$ cat config.mk
export PLATFORM = sky130hd
export DESIGN_NAME = srsd_top
export DESIGN_NICKNAME = d
export VERILOG_FILES = /design/src/design/srsd_pkg.sv /design/src/design/srsd_top.sv
export SDC_FILE = /design/constraint.sdc
export NUM_CORES = 1
export LEC_CHECK = 0
export BUFFER_PORTS_ARGS = -buffer_cell sky130_fd_sc_hd__buf_2
export CAP_MARGIN = 20
export CORE_ASPECT_RATIO = 0.7
export CORE_MARGIN = 1
export CORE_UTILIZATION = 48
export CTS_BUF_LIST = sky130_fd_sc_hd__clkbuf_8 sky130_fd_sc_hd__clkbuf_16
export CTS_CLUSTER_DIAMETER = 120
export DETAILED_ROUTE_END_ITERATION = 10
export PLACE_DENSITY_LB_ADDON = 0.25
export SKIP_LAST_GASP = 1
export SYNTH_ARGS = -nofsm -noshare
export SYNTH_HDL_FRONTEND = slang
export SYNTH_SLANG_ARGS = --single-unit
$ cat constraint.sdc
create_clock -name clk_i -period 4.5 [get_ports clk_i]
set_clock_uncertainty 0.15 [all_clocks]
set_input_delay 0.9 -clock clk_i [delete_from_list [all_inputs] [get_ports clk_i]]
set_output_delay 0.9 -clock clk_i [all_outputs]
set_load 0.05 [all_outputs]
$ cat src/design/srsd_pkg.sv
package srsd_pkg;

  // ***************************************************
  // register map
  // ***************************************************
  localparam int       ADDR_W      = 8;
  localparam logic [7:0] OFF_CTRL_ONE = 8'h00;
  localparam logic [7:0] OFF_CTRL_TWO = 8'h04;
  localparam logic [7:0] OFF_BIT_RATE = 8'h08;
  localparam logic [7:0] OFF_STATUS   = 8'h0c;
  localparam logic [7:0] OFF_DATA     = 8'h10;

  // ***************************************************
  // field positions
  // ***************************************************
  localparam int BR_PRE_HI   = 6;
  localparam int BR_PRE_LO   = 4;
  localparam int BR_RATE_HI  = 2;
  localparam int BR_RATE_LO  = 0;
  localparam int ST_RX_BIT   = 7;
  localparam int ST_TX_BIT   = 5;
  localparam int ST_FLT_BIT  = 4;
  localparam int C1_RIE_BIT  = 7;
  localparam int C1_SE_BIT   = 6;
  localparam int C1_TIE_BIT  = 5;
  localparam int C1_MS_BIT   = 4;
  localparam int C1_SELECT_OUTPUT_ENABLE_BIT = 1;
  localparam int C2_FDE_BIT  = 4;

  // ***************************************************
  // reset values and codes
  // ***************************************************
  localparam logic [7:0] BIT_RATE_RESET = 8'h00;
  localparam logic [1:0] RESP_OKAY      = 2'h0;
  localparam logic [1:0] RESP_SLVERR    = 2'h2;
  localparam int         TX_RELOAD_CYCLES = 2;

  typedef struct packed {
    logic rx_fault_irq_enable;
    logic system_enable;
    logic tx_irq_enable;
    logic master_select;
    logic select_output_enable;
    logic fault_detect_enable;
  } srsd_ctrl_t;

  localparam srsd_ctrl_t CTRL_RESET = '0;

endpackage

$ cat src/design/srsd_top.sv
`timescale 1ns/1ps

// How it works
// - prescale_select bits 6:4 divide bus clock by value plus one
// - rate_divider_select bits 2:0 divide prescaler output by two to power value+1
// - prescaler runs off bus clock; divider output is master bit clock
// - bit-rate register readable and writable at any time
// - status is read-only; unused bits read zero; writes do nothing
// - rx_full_flag at bit 7 sets when a transfer completes
// - rx_full_flag clears by status read seeing it set, then data read
// - tx_empty_flag at bit 5 set while transmit buffer has room
// - tx_empty_flag clears by status read seeing it set, then data write
// - data writes without prior status read seeing tx_empty_flag are ignored
// - interrupt requested while tx_empty_flag and tx_irq_enable are both set
// - tx_empty_flag sets each time a byte moves buffer to shifter
// - idle unit moves written byte to shifter; flag back within two cycles
// - on shift end a queued byte moves and flag sets; else nothing moves
// - master_fault_flag at bit 4 sets when master sees select input low
// - fault input only when master, fault detect on, select output off
// - master_fault_flag clears by status read seeing it, then control_one write
// - data read gives receive buffer; data write loads transmit buffer
// - in master mode loading the transmit buffer starts a transfer
// - unread receive buffer keeps old byte; new byte dropped silently
// - system_enable low aborts, empties buffers, clears rx flag, sets tx flag
// - rx_fault_irq_enable gates interrupts from rx_full_flag and master_fault_flag
module srsd_top
  import srsd_pkg::*;
(
  input  wire logic                       clk_i,
  input  wire logic                       reset_i,
  input  wire logic [srsd_pkg::ADDR_W-1:0] s_axi_awaddr_i,
  input  wire logic                       s_axi_awvalid_i,
  output logic                            s_axi_awready_o,
  input  wire logic [31:0]                s_axi_wdata_i,
  input  wire logic [3:0]                 s_axi_wstrb_i,
  input  wire logic                       s_axi_wvalid_i,
  output logic                            s_axi_wready_o,
  output logic [1:0]                      s_axi_bresp_o,
  output logic                            s_axi_bvalid_o,
  input  wire logic                       s_axi_bready_i,
  input  wire logic [srsd_pkg::ADDR_W-1:0] s_axi_araddr_i,
  input  wire logic                       s_axi_arvalid_i,
  output logic                            s_axi_arready_o,
  output logic [31:0]                     s_axi_rdata_o,
  output logic [1:0]                      s_axi_rresp_o,
  output logic                            s_axi_rvalid_o,
  input  wire logic                       s_axi_rready_i,
  input  wire logic                       xfer_done_i,
  input  wire logic [7:0]                 rx_byte_i,
  input  wire logic                       slave_select_n_i,
  output logic                            shift_load_o,
  output logic [7:0]                      shift_data_o,
  output logic                            bit_clk_o,
  output srsd_pkg::srsd_ctrl_t            ctrl_o,
  output logic                            irq_o
);
  import srsd_pkg::*;

  // ***************************************************
  // state
  // ***************************************************
  srsd_ctrl_t            ctrl;
  logic [7:0]            bit_rate;
  logic [7:0]            rx_buf;
  logic [7:0]            tx_buf;
  logic                  tx_full;
  logic                  busy;
  logic                  rx_flag;
  logic                  tx_flag;
  logic                  fault_flag;
  logic                  rx_arm;
  logic                  tx_arm;
  logic                  fault_arm;
  logic                  ss_meta;
  logic                  ss_sync;
  logic [2:0]            pre_l;
  logic [2:0]            rate_l;
  logic [2:0]            pre_cnt;
  logic [7:0]            rate_cnt;
  logic                  aw_got;
  logic                  w_got;
  logic [ADDR_W-1:0]     aw_addr;
  logic [7:0]            w_byte;
  logic                  w_lane;

  function automatic logic [7:0] rate_limit(input logic [2:0] sel);
    logic [8:0] span;
    span = 9'h002 << sel;
    rate_limit = 8'(span - 9'h001);
  endfunction

  // ***************************************************
  // bus decode
  // ***************************************************
  wire aw_take   = s_axi_awvalid_i & s_axi_awready_o;
  wire w_take    = s_axi_wvalid_i & s_axi_wready_o;
  wire wr_exec   = aw_got & w_got & ~s_axi_bvalid_o;
  wire rd_take   = s_axi_arvalid_i & s_axi_arready_o;
  wire wr_ok     = wr_exec & w_lane;
  wire wr_c1     = wr_ok & (aw_addr == OFF_CTRL_ONE);
  wire wr_c2     = wr_ok & (aw_addr == OFF_CTRL_TWO);
  wire wr_br     = wr_ok & (aw_addr == OFF_BIT_RATE);
  wire wr_dreg   = wr_ok & (aw_addr == OFF_DATA);
  wire en        = ctrl.system_enable;
  wire wr_data   = wr_dreg & tx_arm & tx_flag & en;
  wire rd_status = rd_take & (s_axi_araddr_i == OFF_STATUS);
  wire rd_data   = rd_take & (s_axi_araddr_i == OFF_DATA);
  wire wr_mapped = (aw_addr == OFF_CTRL_ONE) | (aw_addr == OFF_CTRL_TWO)
                 | (aw_addr == OFF_BIT_RATE) | (aw_addr == OFF_STATUS)
                 | (aw_addr == OFF_DATA);
  wire rd_mapped = (s_axi_araddr_i == OFF_CTRL_ONE) | (s_axi_araddr_i == OFF_CTRL_TWO)
                 | (s_axi_araddr_i == OFF_BIT_RATE) | (s_axi_araddr_i == OFF_STATUS)
                 | (s_axi_araddr_i == OFF_DATA);

  wire next_aw_got = ~wr_exec & (aw_got | aw_take);
  wire next_w_got  = ~wr_exec & (w_got | w_take);
  wire next_bvalid = wr_exec | (s_axi_bvalid_o & ~s_axi_bready_i);
  wire next_rvalid = rd_take | (s_axi_rvalid_o & ~s_axi_rready_i);

  // ***************************************************
  // register views
  // ***************************************************
  wire [7:0] c1_view = {ctrl.rx_fault_irq_enable, ctrl.system_enable, ctrl.tx_irq_enable,
                        ctrl.master_select, 2'h0, ctrl.select_output_enable, 1'h0};
  wire [7:0] c2_view = {3'h0, ctrl.fault_detect_enable, 4'h0};
  wire [7:0] st_view = {rx_flag, 1'h0, tx_flag, fault_flag, 4'h0};
  wire [7:0] rd_byte = (s_axi_araddr_i == OFF_CTRL_ONE) ? c1_view :
                       (s_axi_araddr_i == OFF_CTRL_TWO) ? c2_view :
                       (s_axi_araddr_i == OFF_BIT_RATE) ? bit_rate :
                       (s_axi_araddr_i == OFF_STATUS)   ? st_view :
                       (s_axi_araddr_i == OFF_DATA)     ? rx_buf : 8'h00;

  // ***************************************************
  // buffers and flags
  // ***************************************************
  wire load_now  = en & tx_full & (~busy | xfer_done_i);
  wire rx_set    = en & busy & xfer_done_i & ~rx_flag;
  wire fault_in  = ctrl.master_select & ctrl.fault_detect_enable
                 & ~ctrl.select_output_enable;
  wire fault_set = en & fault_in & ~ss_sync;

  wire next_busy    = en & (load_now | (busy & ~xfer_done_i));
  wire next_tx_full = en & (wr_data | (tx_full & ~load_now));
  // set wins over clear on tx and fault flags; rx_full_flag sets only while clear, so there a clear wins
  wire next_tx_flag = ~en | load_now | (tx_flag & ~wr_data);
  wire next_rx_flag = en & (rx_set | (rx_flag & ~(rd_data & rx_arm)));
  wire next_fault   = fault_set | (fault_flag & ~(wr_c1 & fault_arm));
  wire next_tx_arm  = en & ((rd_status & tx_flag) | (tx_arm & ~wr_data));
  wire next_rx_arm  = en & ((rd_status & rx_flag) | (rx_arm & ~rd_data));
  wire next_flt_arm = (rd_status & fault_flag) | (fault_arm & ~wr_c1);
  wire next_irq     = (tx_flag & ctrl.tx_irq_enable)
                    | ((rx_flag | fault_flag) & ctrl.rx_fault_irq_enable);

  // ***************************************************
  // bit-rate generator
  // ***************************************************
  // rates are latched at load so a rewrite cannot tear a running count
  wire run      = en & ctrl.master_select & busy;
  wire pre_tick = (pre_cnt == pre_l);
  wire rate_end = (rate_cnt == rate_limit(rate_l));

  always_ff @(posedge clk_i) begin
    if (reset_i | load_now | ~run) begin
      pre_cnt  <= 3'h0;
      rate_cnt <= 8'h00;
    end else if (pre_tick) begin
      pre_cnt  <= 3'h0;
      rate_cnt <= rate_end ? 8'h00 : 8'(rate_cnt + 8'h01);
    end else begin
      pre_cnt  <= 3'(pre_cnt + 3'h1);
    end
  end

  always_ff @(posedge clk_i) begin
    if (reset_i) begin
      pre_l  <= 3'h0;
      rate_l <= 3'h0;
    end else if (load_now) begin
      pre_l  <= bit_rate[BR_PRE_HI:BR_PRE_LO];
      rate_l <= bit_rate[BR_RATE_HI:BR_RATE_LO];
    end
  end

  always_ff @(posedge clk_i) begin
    if (reset_i) begin
      bit_clk_o <= 1'b0;
    end else begin
      bit_clk_o <= run & ~load_now & pre_tick & rate_end;
    end
  end

  // ***************************************************
  // slave select synchroniser
  // ***************************************************
  always_ff @(posedge clk_i) begin
    if (reset_i) begin
      ss_meta <= 1'b1;
      ss_sync <= 1'b1;
    end else begin
      ss_meta <= slave_select_n_i;
      ss_sync <= ss_meta;
    end
  end

  // ***************************************************
  // registers
  // ***************************************************
  always_ff @(posedge clk_i) begin
    if (reset_i) begin
      ctrl     <= CTRL_RESET;
      bit_rate <= BIT_RATE_RESET;
    end else begin
      if (wr_c1) begin
        ctrl.rx_fault_irq_enable  <= w_byte[C1_RIE_BIT];
        ctrl.system_enable        <= w_byte[C1_SE_BIT];
        ctrl.tx_irq_enable        <= w_byte[C1_TIE_BIT];
        ctrl.master_select        <= w_byte[C1_MS_BIT];
        ctrl.select_output_enable <= w_byte[C1_SELECT_OUTPUT_ENABLE_BIT];
      end
      if (wr_c2) begin
        ctrl.fault_detect_enable <= w_byte[C2_FDE_BIT];
      end
      if (wr_br) begin
        bit_rate <= w_byte & 8'h77;
      end
    end
  end

  always_ff @(posedge clk_i) begin
    if (reset_i) begin
      tx_full    <= 1'b0;
      busy       <= 1'b0;
      tx_flag    <= 1'b1;
      rx_flag    <= 1'b0;
      fault_flag <= 1'b0;
      tx_arm     <= 1'b0;
      rx_arm     <= 1'b0;
      fault_arm  <= 1'b0;
      irq_o      <= 1'b0;
    end else begin
      tx_full    <= next_tx_full;
      busy       <= next_busy;
      tx_flag    <= next_tx_flag;
      rx_flag    <= next_rx_flag;
      fault_flag <= next_fault;
      tx_arm     <= next_tx_arm;
      rx_arm     <= next_rx_arm;
      fault_arm  <= next_flt_arm;
      irq_o      <= next_irq;
    end
  end

  always_ff @(posedge clk_i) begin
    if (reset_i) begin
      tx_buf       <= 8'h00;
      rx_buf       <= 8'h00;
      shift_load_o <= 1'b0;
      shift_data_o <= 8'h00;
      ctrl_o       <= CTRL_RESET;
    end else begin
      if (wr_data) tx_buf <= w_byte;
      if (rx_set) rx_buf <= rx_byte_i;
      shift_load_o <= load_now;
      if (load_now) shift_data_o <= tx_buf;
      ctrl_o       <= ctrl;
    end
  end

  // ***************************************************
  // axi4-lite slave
  // ***************************************************
  always_ff @(posedge clk_i) begin
    if (reset_i) begin
      aw_got          <= 1'b0;
      w_got           <= 1'b0;
      aw_addr         <= '0;
      w_byte          <= 8'h00;
      w_lane          <= 1'b0;
      s_axi_awready_o <= 1'b0;
      s_axi_wready_o  <= 1'b0;
      s_axi_bvalid_o  <= 1'b0;
      s_axi_bresp_o   <= RESP_OKAY;
    end else begin
      aw_got          <= next_aw_got;
      w_got           <= next_w_got;
      s_axi_awready_o <= ~next_aw_got & ~next_bvalid;
      s_axi_wready_o  <= ~next_w_got & ~next_bvalid;
      s_axi_bvalid_o  <= next_bvalid;
      if (aw_take) aw_addr <= s_axi_awaddr_i;
      if (w_take) begin
        w_byte <= s_axi_wdata_i[7:0];
        w_lane <= s_axi_wstrb_i[0];
      end
      if (wr_exec) s_axi_bresp_o <= wr_mapped ? RESP_OKAY : RESP_SLVERR;
    end
  end

  always_ff @(posedge clk_i) begin
    if (reset_i) begin
      s_axi_arready_o <= 1'b0;
      s_axi_rvalid_o  <= 1'b0;
      s_axi_rdata_o   <= 32'h0000_0000;
      s_axi_rresp_o   <= RESP_OKAY;
    end else begin
      s_axi_arready_o <= ~next_rvalid;
      s_axi_rvalid_o  <= next_rvalid;
      if (rd_take) begin
        s_axi_rdata_o <= {24'h00_0000, rd_byte};
        s_axi_rresp_o <= rd_mapped ? RESP_OKAY : RESP_SLVERR;
      end
    end
  end
endmodule

==> results of run 1 <==
-- stage by stage --
stage / worst slack (ns) / cell area [um2]
final: 1.83 / 5100
after global placement: 1.88 / 4810
after global routing: 1.69 / 5100
after floorplan: 2.05 / 4580
after CTS: 1.85 / 5100
after detailed placement: 1.76 / 4810
-- worst register-to-register path, delay by kind of cell, from the launching register on --
| family | cells | cell delay (ns) |
|---|---|---|
| compound gates | 2 | 0.59 |
| simple gates | 3 | 0.83 |
| fa+ha+maj | 1 | 0.31 |
| flops | 1 | 0.41 |
| mux | 1 | 0.29 |
-- path summary, 6_finish.rpt --
| path | end | startpoint | cells after the start |
|---|---|---|---|
| setup / recovery | rate_cnt[7]$_SDFFE_PP0N_ | rate_l[2]$_SDFFE_PP0P_ | 7 |
| hold / removal | ss_sync$_SDFF_PP1_ | ss_meta$_SDFF_PP1_ | 1 |
| setup reg to reg | rate_cnt[7]$_SDFFE_PP0N_ | rate_l[2]$_SDFFE_PP0P_ | 7 |
| hold reg to reg | ss_sync$_SDFF_PP1_ | ss_meta$_SDFF_PP1_ | 1 |
-- cell usage in the layout, fill, tap and decap left out, types with 4 or more instances in the layout --
cell / n
nor2b_1: 12
nor2_1: 55
nand2_1: 101
inv_1: 10
buf_2: 73
or2_2: 4
conb_1: 26
a22oi_1: 6
a21oi_1: 50
dfxtp_1: 106
o21ai_0: 9
mux2i_1: 22
xor2_1: 7
clkbuf_16: 9
nand3_1: 11
xnor2_1: 7
and3_1: 6
and4_1: 4
nor3_1: 10
-- state kept, by name (all words and copies together) (netlist names), 3 cells and up --
signal,flops
aw_addr,8
bit_rate,6
c1_view,4
ctrl_o,6
pre_cnt,3
pre_l,3
rate_cnt,8
rate_l,3
rx_buf,8
s_axi_rdata_o,8
shift_data_o,8
tx_buf,8
w_byte,8
-- cell type report --
class,instances,area (um2),area share [%]
sequential,106,2120,41.6
multi-input combinational,382,2130,41.7
inverter,7,26.3,0.515
clock inverter,5,46.3,0.907
timing repair buffer,74,373,7.30
tap,124,155,3.04
clock buffer,11,253,4.95
-- kinds of logic (layout without fill, tap and decap cells) --
group	Yosys count	count (layout)	synth area share [%]
simple gates	233	233	24.7
fa+ha+maj	3	3	0.836
buf+inv	59	97	7.39
flops	106	106	47.3
mux	25	25	5.66
xor+xnor	14	14	2.73
other cells	1	26	0.0835
compound gates	81	81	11.4
-- where the power goes --
group	internal [mW]	total, mW	leakage [nW]	switching [mW]
Clock	0.455	0.788	0.159	0.333
Sequential	0.952	0.963	0.857	0.0114
Combinational	0.0325	0.140	1.17	0.107
-- cell usage after synthesis (3+ instances only) --
| cell type | number | area, um2 |
|---|---|---|
| a22oi_1 | 6 | 45.0 |
| nand2_1 | 101 | 379 |
| xor2_1 | 7 | 61.3 |
| a21oi_1 | 50 | 250 |
| and4_1 | 4 | 35.0 |
| mux2_2 | 3 | 33.8 |
| nor2b_1 | 12 | 75.1 |
| nor3_1 | 10 | 50.1 |
| clkbuf_1 | 20 | 75.1 |
| xnor2_1 | 7 | 61.3 |
| nor2_1 | 55 | 206 |
| o21ai_0 | 9 | 45.0 |
| buf_2 | 4 | 20.0 |
| nor3b_1 | 3 | 22.5 |
| inv_1 | 7 | 26.3 |
| and3_1 | 6 | 37.5 |
| mux2i_1 | 22 | 220 |
| or2_2 | 4 | 25.0 |
| ha_1 | 3 | 37.5 |
| dfxtp_1 | 106 | 2120 |
| or3_1 | 3 | 18.8 |
| nand2b_1 | 3 | 18.8 |
| buf_4 | 26 | 195 |
| nand3_1 | 11 | 55.1 |
| nand4_1 | 3 | 18.8 |
| and2_1 | 3 | 18.8 |
-- per-layer routing --
| layer | GRT usage [%] | part of all wire (%) |
|---|---|---|
| met2 | 29.2 | 41 |
| met3 | 5.36 | 5.3 |
| met1 | 29.7 | 52 |
| met5 | 0 | 0 |
| met4 | 6.64 | 1.1 |
==> results_dict.tcl, run 1 <==
set metrics [dict create \
    status "finished clean" \
    portBuffers 73 \
    synthArstFlopShare_pct 0 \
    min_period_over_period_pct 59.3 \
    power_density_nw_per_um2 370 \
    core_box_area_um2 9070 \
    synth-edff-count 0 \
    worst_setup_hold_path_clk_slew_ns 0.07 \
    postCtsSetupRepairBufs 0 \
    maxSlewViolCount 0 \
    rsz0062_at_grt "no" \
    leakage_power_summed_over_all_cells_nw 2.19 \
    path_max_fanout 10 \
    fillCellCount 867 \
    drt-pass1-iter-count 4 \
    nNetsFinal 652 \
    antenna_violations_before_repair 0 \
    crit_arrival_ns 2.78 \
    setup_viol 0 \
    clock_path_buffers 2 \
    floorplan.die_area_um2 9750 \
    clkLatencyLatePin_ns 0.34 \
    finish.utilization_pct 56.3 \
    start_util_pct 49.5 \
    finalWeightedCongestion 0.785 \
    timing.hold.ws_ns 0.267 \
    finalSetupTns_ns 0 \
    syn-cell-area_um2 4490 \
    syn_inst 522 \
    vias_per_cell 5.15 \
    postCtsHoldBufs 0 \
    global_route.overflow_total 0 \
    cp_num_buf_inv 0 \
    core.rowCount 29 \
    totalWireLength_mm 9.73 \
    cts-buffers-inserted 9 \
    drt_iter0_markers 354 \
    ios 127 \
    flow.area_growth_from_synthesis_pct 13.7 \
    routed_length_per_instance_um 13.7 \
    root_buffer "clkbuf_16" \
    die_height_um 82.9 \
    detail_route.drc_violations 0 \
    yosys_most_used_dff "dfxtp_1" \
    vias 3650 \
    synthesis.yosys.warnings 0 \
    worst-setup-path-type "reg2reg" \
    total_power_mw 1.89 \
    clock_sink_count 106 \
    timing.critical_path.from_type "flop" \
    place_inst 693 \
    cts.repair.resized 0 \
    path_delay_family "simple AND/OR/NAND/NOR gates" \
    report.final.hold_viol_count 0 \
    postSynthAreaPerCell_um2 8.60 \
    min_period_ns 2.67 \
    die-width_um 118 \
    global_route_wire_length_before_repair_mm 16.0 \
    max_clock_freq_mhz 375 \
    first_global_vias 3265 \
    vdd.ir_drop.worst_mv 0.233 \
    holdCritPathClass "reg2reg" \
    num_antenna_cells 0 \
    cts_tree "built" \
    groute.usage.overall_pct 20.4 \
    slew_hr_pct 42.6 \
    setup.worst_path.end_class "flop" \
    seq_area_frac_synth_pct 47.3 \
    data_required_time_of_the_critical_path_ns 4.61 \
    drt.antenna.violating_nets 0 \
    grt_start_max_net_pins 61 \
    reg2reg_slack_ns 1.83 \
    max_cap_viol_count 0 \
    final_layout_size_suffix_gt1_share_pct 17.6 \
    detailedPlacementHpwl_mm 6.85 \
    cpMaxStageDelayCell "or3_4" \
    worst_slew_pin_slew_ns 0.858 \
    timing.critical_path.slowest_cell_delay_ns 0.43 \
    synthDistinctLibCells 52 \
    non_filler_instances 709 \
    critical_path.cell_chain "or3_4, ha_1, nor2b_1, mux2_2, a221oi_2, o41ai_4, nor3b_1" \
    htreeDepth 3 \
    ys_seq_elements 106 \
]
Power figures use the tool's default switching activity.
==> inputs of run 2 (changes only) <==
- clock period: 4.5 -> 2.5 ns (I/O delays scaled with it)
==> results_dict.tcl, run 2 (synthesis gave the netlist of run 1 again) <==
set metrics [dict create \
    portBuffers 73 \
    p_clk_share_pct 43.0 \
    global_route.overflow_total 0 \
    core_box_area_um2 9070 \
    routed_length_per_instance_um 13.3 \
    clkLatencyLatePin_ns 0.34 \
    slew_hr_pct 39.1 \
    worst-setup-path-type "reg2reg" \
    power_switching_share_pct 23.3 \
    power_density_nw_per_um2 670 \
    min_period_ns 2.39 \
    clock_sink_count 106 \
    worst_setup_hold_path_clk_slew_ns 0.06 \
    flow.area_growth_from_synthesis_pct 15.8 \
    final_layout_size_suffix_gt1_share_pct 19.0 \
    num_antenna_cells 0 \
    min_period_over_period_pct 95.6 \
    power_frac_comb_pct 7.3 \
    drt-pass1-iter-count 4 \
    dpl_cell_area_um2 4840 \
    path_max_fanout 8 \
    final_cell_area_um2 5200 \
    area_taken_by_flip_flops_and_latches_um2 2120 \
    root_buffer "clkbuf_16" \
    data_required_time_of_the_critical_path_ns 2.61 \
    clock_path_buffers 2 \
    detailedPlacementHpwl_mm 6.83 \
    vias 3618 \
    total_power_mw 3.48 \
    setup.worst_path.end_class "flop" \
    timing.critical_path.from_type "flop" \
    global_route_wire_length_before_repair_mm 15.7 \
    reg2reg_slack_ns 0.11 \
    htreeDepth 3 \
    most-common-layout-cells "dfxtp_1 (106), nand2_1 (101), buf_2 (73)" \
    cell_internal_pwr_mw 2.67 \
    crit_arrival_ns 2.50 \
    groute.usage.overall_pct 20.2 \
    core.rowCount 29 \
    ios 127 \
    vdd.ir_drop.worst_mv 0.331 \
    fillCellCount 809 \
    totalWireLength_mm 9.51 \
    net-switching-power_mw 0.811 \
    floorplan.die_area_um2 9750 \
    max_clock_freq_mhz 418 \
    holdCritPathClass "in2reg" \
    cts-buffers-inserted 9 \
    drt.antenna.violating_nets 0 \
    max_cap_viol_count 0 \
    antenna_violations_before_repair 0 \
    setup_viol 0 \
    worst_slew_pin_slew_ns 0.910 \
    grt_start_max_net_pins 49 \
    die-width_um 118 \
    multi_input_comb_area_um2 2160 \
    start_util_pct 49.5 \
    finalWeightedCongestion 0.805 \
    report.final.hold_viol_count 0 \
    rsz0062_at_grt "no" \
    power_frac_seq_pct 49.8 \
    maxSlewViolCount 0 \
    leakage_power_summed_over_all_cells_nw 2.22 \
    status "finished clean" \
    postCtsHoldBufs 0 \
    die_height_um 82.9 \
    cts_tree "built" \
    detail_route.drc_violations 0 \
    drt_iter0_markers 221 \
    layout.cells.most_common "dfxtp_1" \
    vias_per_cell 5.06 \
    nNetsFinal 658 \
    first_global_vias 3202 \
]
==> run 2: worst max-delay path: stages, from the launching register on <==
cell and delay, ns:
dfxtp_1 0.31, or3_4 0.41, ha_4 0.21, nor2b_1 0.14, mux2_2 0.28, a221oi_4 0.36
o41ai_4 0.11, buf_4 0.17, nor3_1 0.17
==> run 2: area by class of cell <==
class / instances / area share, %
multi-input combinational: 382 / 41.5
sequential: 106 / 40.8
timing repair buffer: 80 / 8.04
clock buffer: 10 / 4.60
tap: 124 / 2.98
clock inverter: 6 / 1.59
inverter: 7 / 0.505
==> run 2: worst paths after layout <==
check,start,to,cells past startpoint
setup / recovery,rate_l[2]$_SDFFE_PP0P_,rate_cnt[5]$_SDFFE_PP0N_,8
hold / removal,slave_select_n_i,ss_meta$_SDFF_PP1_,2
setup reg to reg,rate_l[2]$_SDFFE_PP0P_,rate_cnt[5]$_SDFFE_PP0N_,8
hold reg to reg,ss_meta$_SDFF_PP1_,ss_sync$_SDFF_PP1_,1
==> run 2: metrics by stage <==
stage	instances	worst slack, ns	TNS [ns]	util (%)	hold slack [ns]
after floorplan	547	0.0508	0	-	0.239
after global placement	698	0.0706	0	53.4	0.247
after detailed placement	698	-0.0139	-0.0220	53.4	0.258
after CTS	715	0.0138	0	57.1	0.179
after global routing	715	0.00236	0	57.3	0.188
final	715	0.110	0	57.3	0.190
==> run 2: power groups by stage <==
stage                     Combinational (mW)  Clock, mW  Sequential, mW
after global placement                 0.249          0            1.77
after CTS                              0.252       1.53            1.73
after floorplan                        0.201          0            1.79
final                                  0.253       1.50            1.73
after detailed placement               0.252          0            1.77
after global routing                   0.271       1.59            1.74
==> run 2: repair_timing <==
item | 4_1_cts | 5_1_grt
endpoints found under the setup margin | 2 | 6
setup buffers | 1 | 0
pin swaps | 1 | 1
gates resized for setup | 1 | 3
==> run 2: layer usage <==
metal  vias to the layer above  GRT usage [%]  part of all wire (%)
met5                         -              0                     0
met4                         0           5.24                   1.2
met3                        10           5.63                   6.0
met2                       110           28.7                    41
met1                      1656           29.8                    52
li1                       1842              -                     -
==> inputs of run 3 (changes only) <==
- CELL_PAD_IN_SITES_DETAIL_PLACEMENT: unset -> 0
- CELL_PAD_IN_SITES_GLOBAL_PLACEMENT: unset -> 2
- CORE_UTILIZATION: 48 -> 30
==> results_dict.tcl, run 3 (synthesis gave the netlist of run 1 again) <==
set metrics [dict create \
    non_filler_instances 781 \
    min_period_over_period_pct 94.3 \
    groute.usage.overall_pct 14.3 \
    die_height_um 104 \
    clock_path_buffers 2 \
    vdd.ir_drop.worst_mv 0.288 \
    total_power_mw 3.47 \
    antenna_violations_before_repair 0 \
    finalSetupTns_ns 0 \
    finalWeightedCongestion 0.807 \
    busiest_layer "met1" \
    critical_path.cell_chain "or3_4, ha_4, nor2b_1, mux2_2, a221oi_4, o41ai_4, buf_4, nor3b_1" \
    timing.critical_path.slowest_cell_delay_ns 0.41 \
    num_antenna_cells 0 \
    core.rowCount 36 \
    grt_util_met1_pct 21.9 \
    vias 3559 \
    worst_slew_pin_slew_ns 0.895 \
    vias_per_cell 4.56 \
    routed_length_per_instance_um 13.8 \
    most-common-layout-cells "dfxtp_1 (106), nand2_1 (101), buf_2 (73)" \
    portBuffers 73 \
    status "finished clean" \
    reg2reg_slack_ns 0.14 \
    min_from "slave_select_n_i" \
    root_buffer "clkbuf_16" \
    grt_start_max_net_pins 88 \
    global_route.overflow_total 0 \
    final_critical_path_setup_slack_ns 0.142 \
    clock_sink_count 106 \
    detailedPlacementHpwl_mm 7.77 \
    maxSlewViolCount 0 \
    slew_hr_pct 40.4 \
    timing.critical_path.from_type "flop" \
    holdCritPathClass "in2reg" \
    max_cap_viol_count 0 \
    worst_setup_hold_path_clk_slew_ns 0.07 \
    drt.antenna.violating_nets 0 \
    data_required_time_of_the_critical_path_ns 2.62 \
    reg2reg_depth 8 \
    flow.area_growth_from_synthesis_pct 17.5 \
    setup_viol 0 \
    ff_to_ff_end "rate_cnt[7]$_SDFFE_PP0N_" \
    drt_iter0_markers 140 \
    dp_worst_setup_slack_ns 0.0161 \
    power_density_nw_per_um2 657 \
    postCtsHoldBufs 0 \
    worst-setup-path-type "reg2reg" \
    report.final.hold_viol_count 0 \
    nNetsFinal 659 \
    ios 127 \
    cts-buffers-inserted 9 \
    first_global_vias 3328 \
    grt_use_met3_pct 3.73 \
    fillCellCount 1508 \
    die-width_um 148 \
    worst_r2r_startpoint "rate_l[2]$_SDFFE_PP0P_" \
    floorplan.die_area_um2 15500 \
    setup.worst_path.end_class "flop" \
    start_util_pct 31.4 \
    groute.layer.met2.usage_pct 18.9 \
    core_box_area_um2 14300 \
    max_clock_freq_mhz 424 \
    layout.cells.most_common "dfxtp_1" \
    place_inst 765 \
    crit_arrival_ns 2.48 \
    min_period_ns 2.36 \
    cpMaxStageDelayCell "or3_4" \
    detail_route.drc_violations 0 \
    totalWireLength_mm 10.7 \
    drt-pass1-iter-count 4 \
    path_max_fanout 8 \
    leakage_power_summed_over_all_cells_nw 2.22 \
    timing.hold.worst_path_depth 2 \
    clkLatencyLatePin_ns 0.34 \
    hold-path-endpoint "ss_meta$_SDFF_PP1_" \
    final_layout_size_suffix_gt1_share_pct 19.3 \
    htreeDepth 3 \
    cts_tree "built" \
    global_route_wire_length_before_repair_mm 17.3 \
]
## run 3: cell count changes in the layout (fill, tap and decap cells not counted), sizes merged
cell	previous run	this run
clkinvlp	2	1
clkinv	0	3
buf	80	81
clkbuf	10	9
inv	9	7
## run 3: metal layers
layer,vias up,wire (um)
met1,1604,5950
met3,8,515
met2,98,4160
met4,0,111
met5,-,0
li1,1849,-
## run 3: repair_timing
item	in CTS	in global routing
resized for setup	0	4
hold endpoints to repair	0	0
endpoints found under the setup margin	0	7
setup buffers	0	1
## run 3: worst max path at each step
| stage | startpoint | endpoint | slack, ns | depth (start not counted) |
|---|---|---|---|---|
| floorplan | rate_l[0]$_SDFFE_PP0P_ | rate_cnt[5]$_SDFFE_PP0N_ | 0.05 | 9 |
| global placement | rate_l[2]$_SDFFE_PP0P_ | rate_cnt[5]$_SDFFE_PP0N_ | 0.05 | 7 |
| detailed placement | rate_l[2]$_SDFFE_PP0P_ | rate_cnt[5]$_SDFFE_PP0N_ | 0.02 | 7 |
| CTS | rate_l[2]$_SDFFE_PP0P_ | rate_cnt[5]$_SDFFE_PP0N_ | 0.005 | 7 |
| global route | rate_l[2]$_SDFFE_PP0P_ | rate_cnt[7]$_SDFFE_PP0N_ | -0.02 | 10 |
| finish | rate_l[2]$_SDFFE_PP0P_ | rate_cnt[7]$_SDFFE_PP0N_ | 0.14 | 8 |
## run 3: where the power goes
part / internal, mW / leakage (nW) / switching (mW)
registers: 1.71 / 0.857 / 0.0210
logic: 0.0587 / 1.21 / 0.194
clock network: 0.867 / 0.151 / 0.615
## run 3: cell type report
cell class                      count  area [um2]  area share (%)
Sequential cell                   106        2120            40.2
Clock buffer                        9         225            4.27
Clock inverter                      6        82.6            1.57
Timing Repair Buffer               81         425            8.06
Tap cell                          190         238            4.51
Inverter                            7        26.3           0.498
Multi-Input combinational cell    382        2160            40.9
## run 3: critical path, delay by kind of cell, from the launching register on
| family | cells | cell delay, ns |
|---|---|---|
| and+or+nand+nor | 3 | 0.74 |
| AOI/OAI and AO/OA | 2 | 0.44 |
| DFF | 1 | 0.31 |
| muxes | 1 | 0.28 |
| adders and majority gates | 1 | 0.21 |
| buffers and inverters | 1 | 0.17 |
## run 3: stage by stage
step,area [um2],hold WS (ns),util [%]
2_1_floorplan,4580,0.239,-
3_3_place_gp,4930,0.248,34.6
3_5_place_dp,4930,0.249,34.6
4_1_cts,5240,0.176,36.7
5_1_grt,5280,0.193,36.9
6_report,5280,0.189,36.9
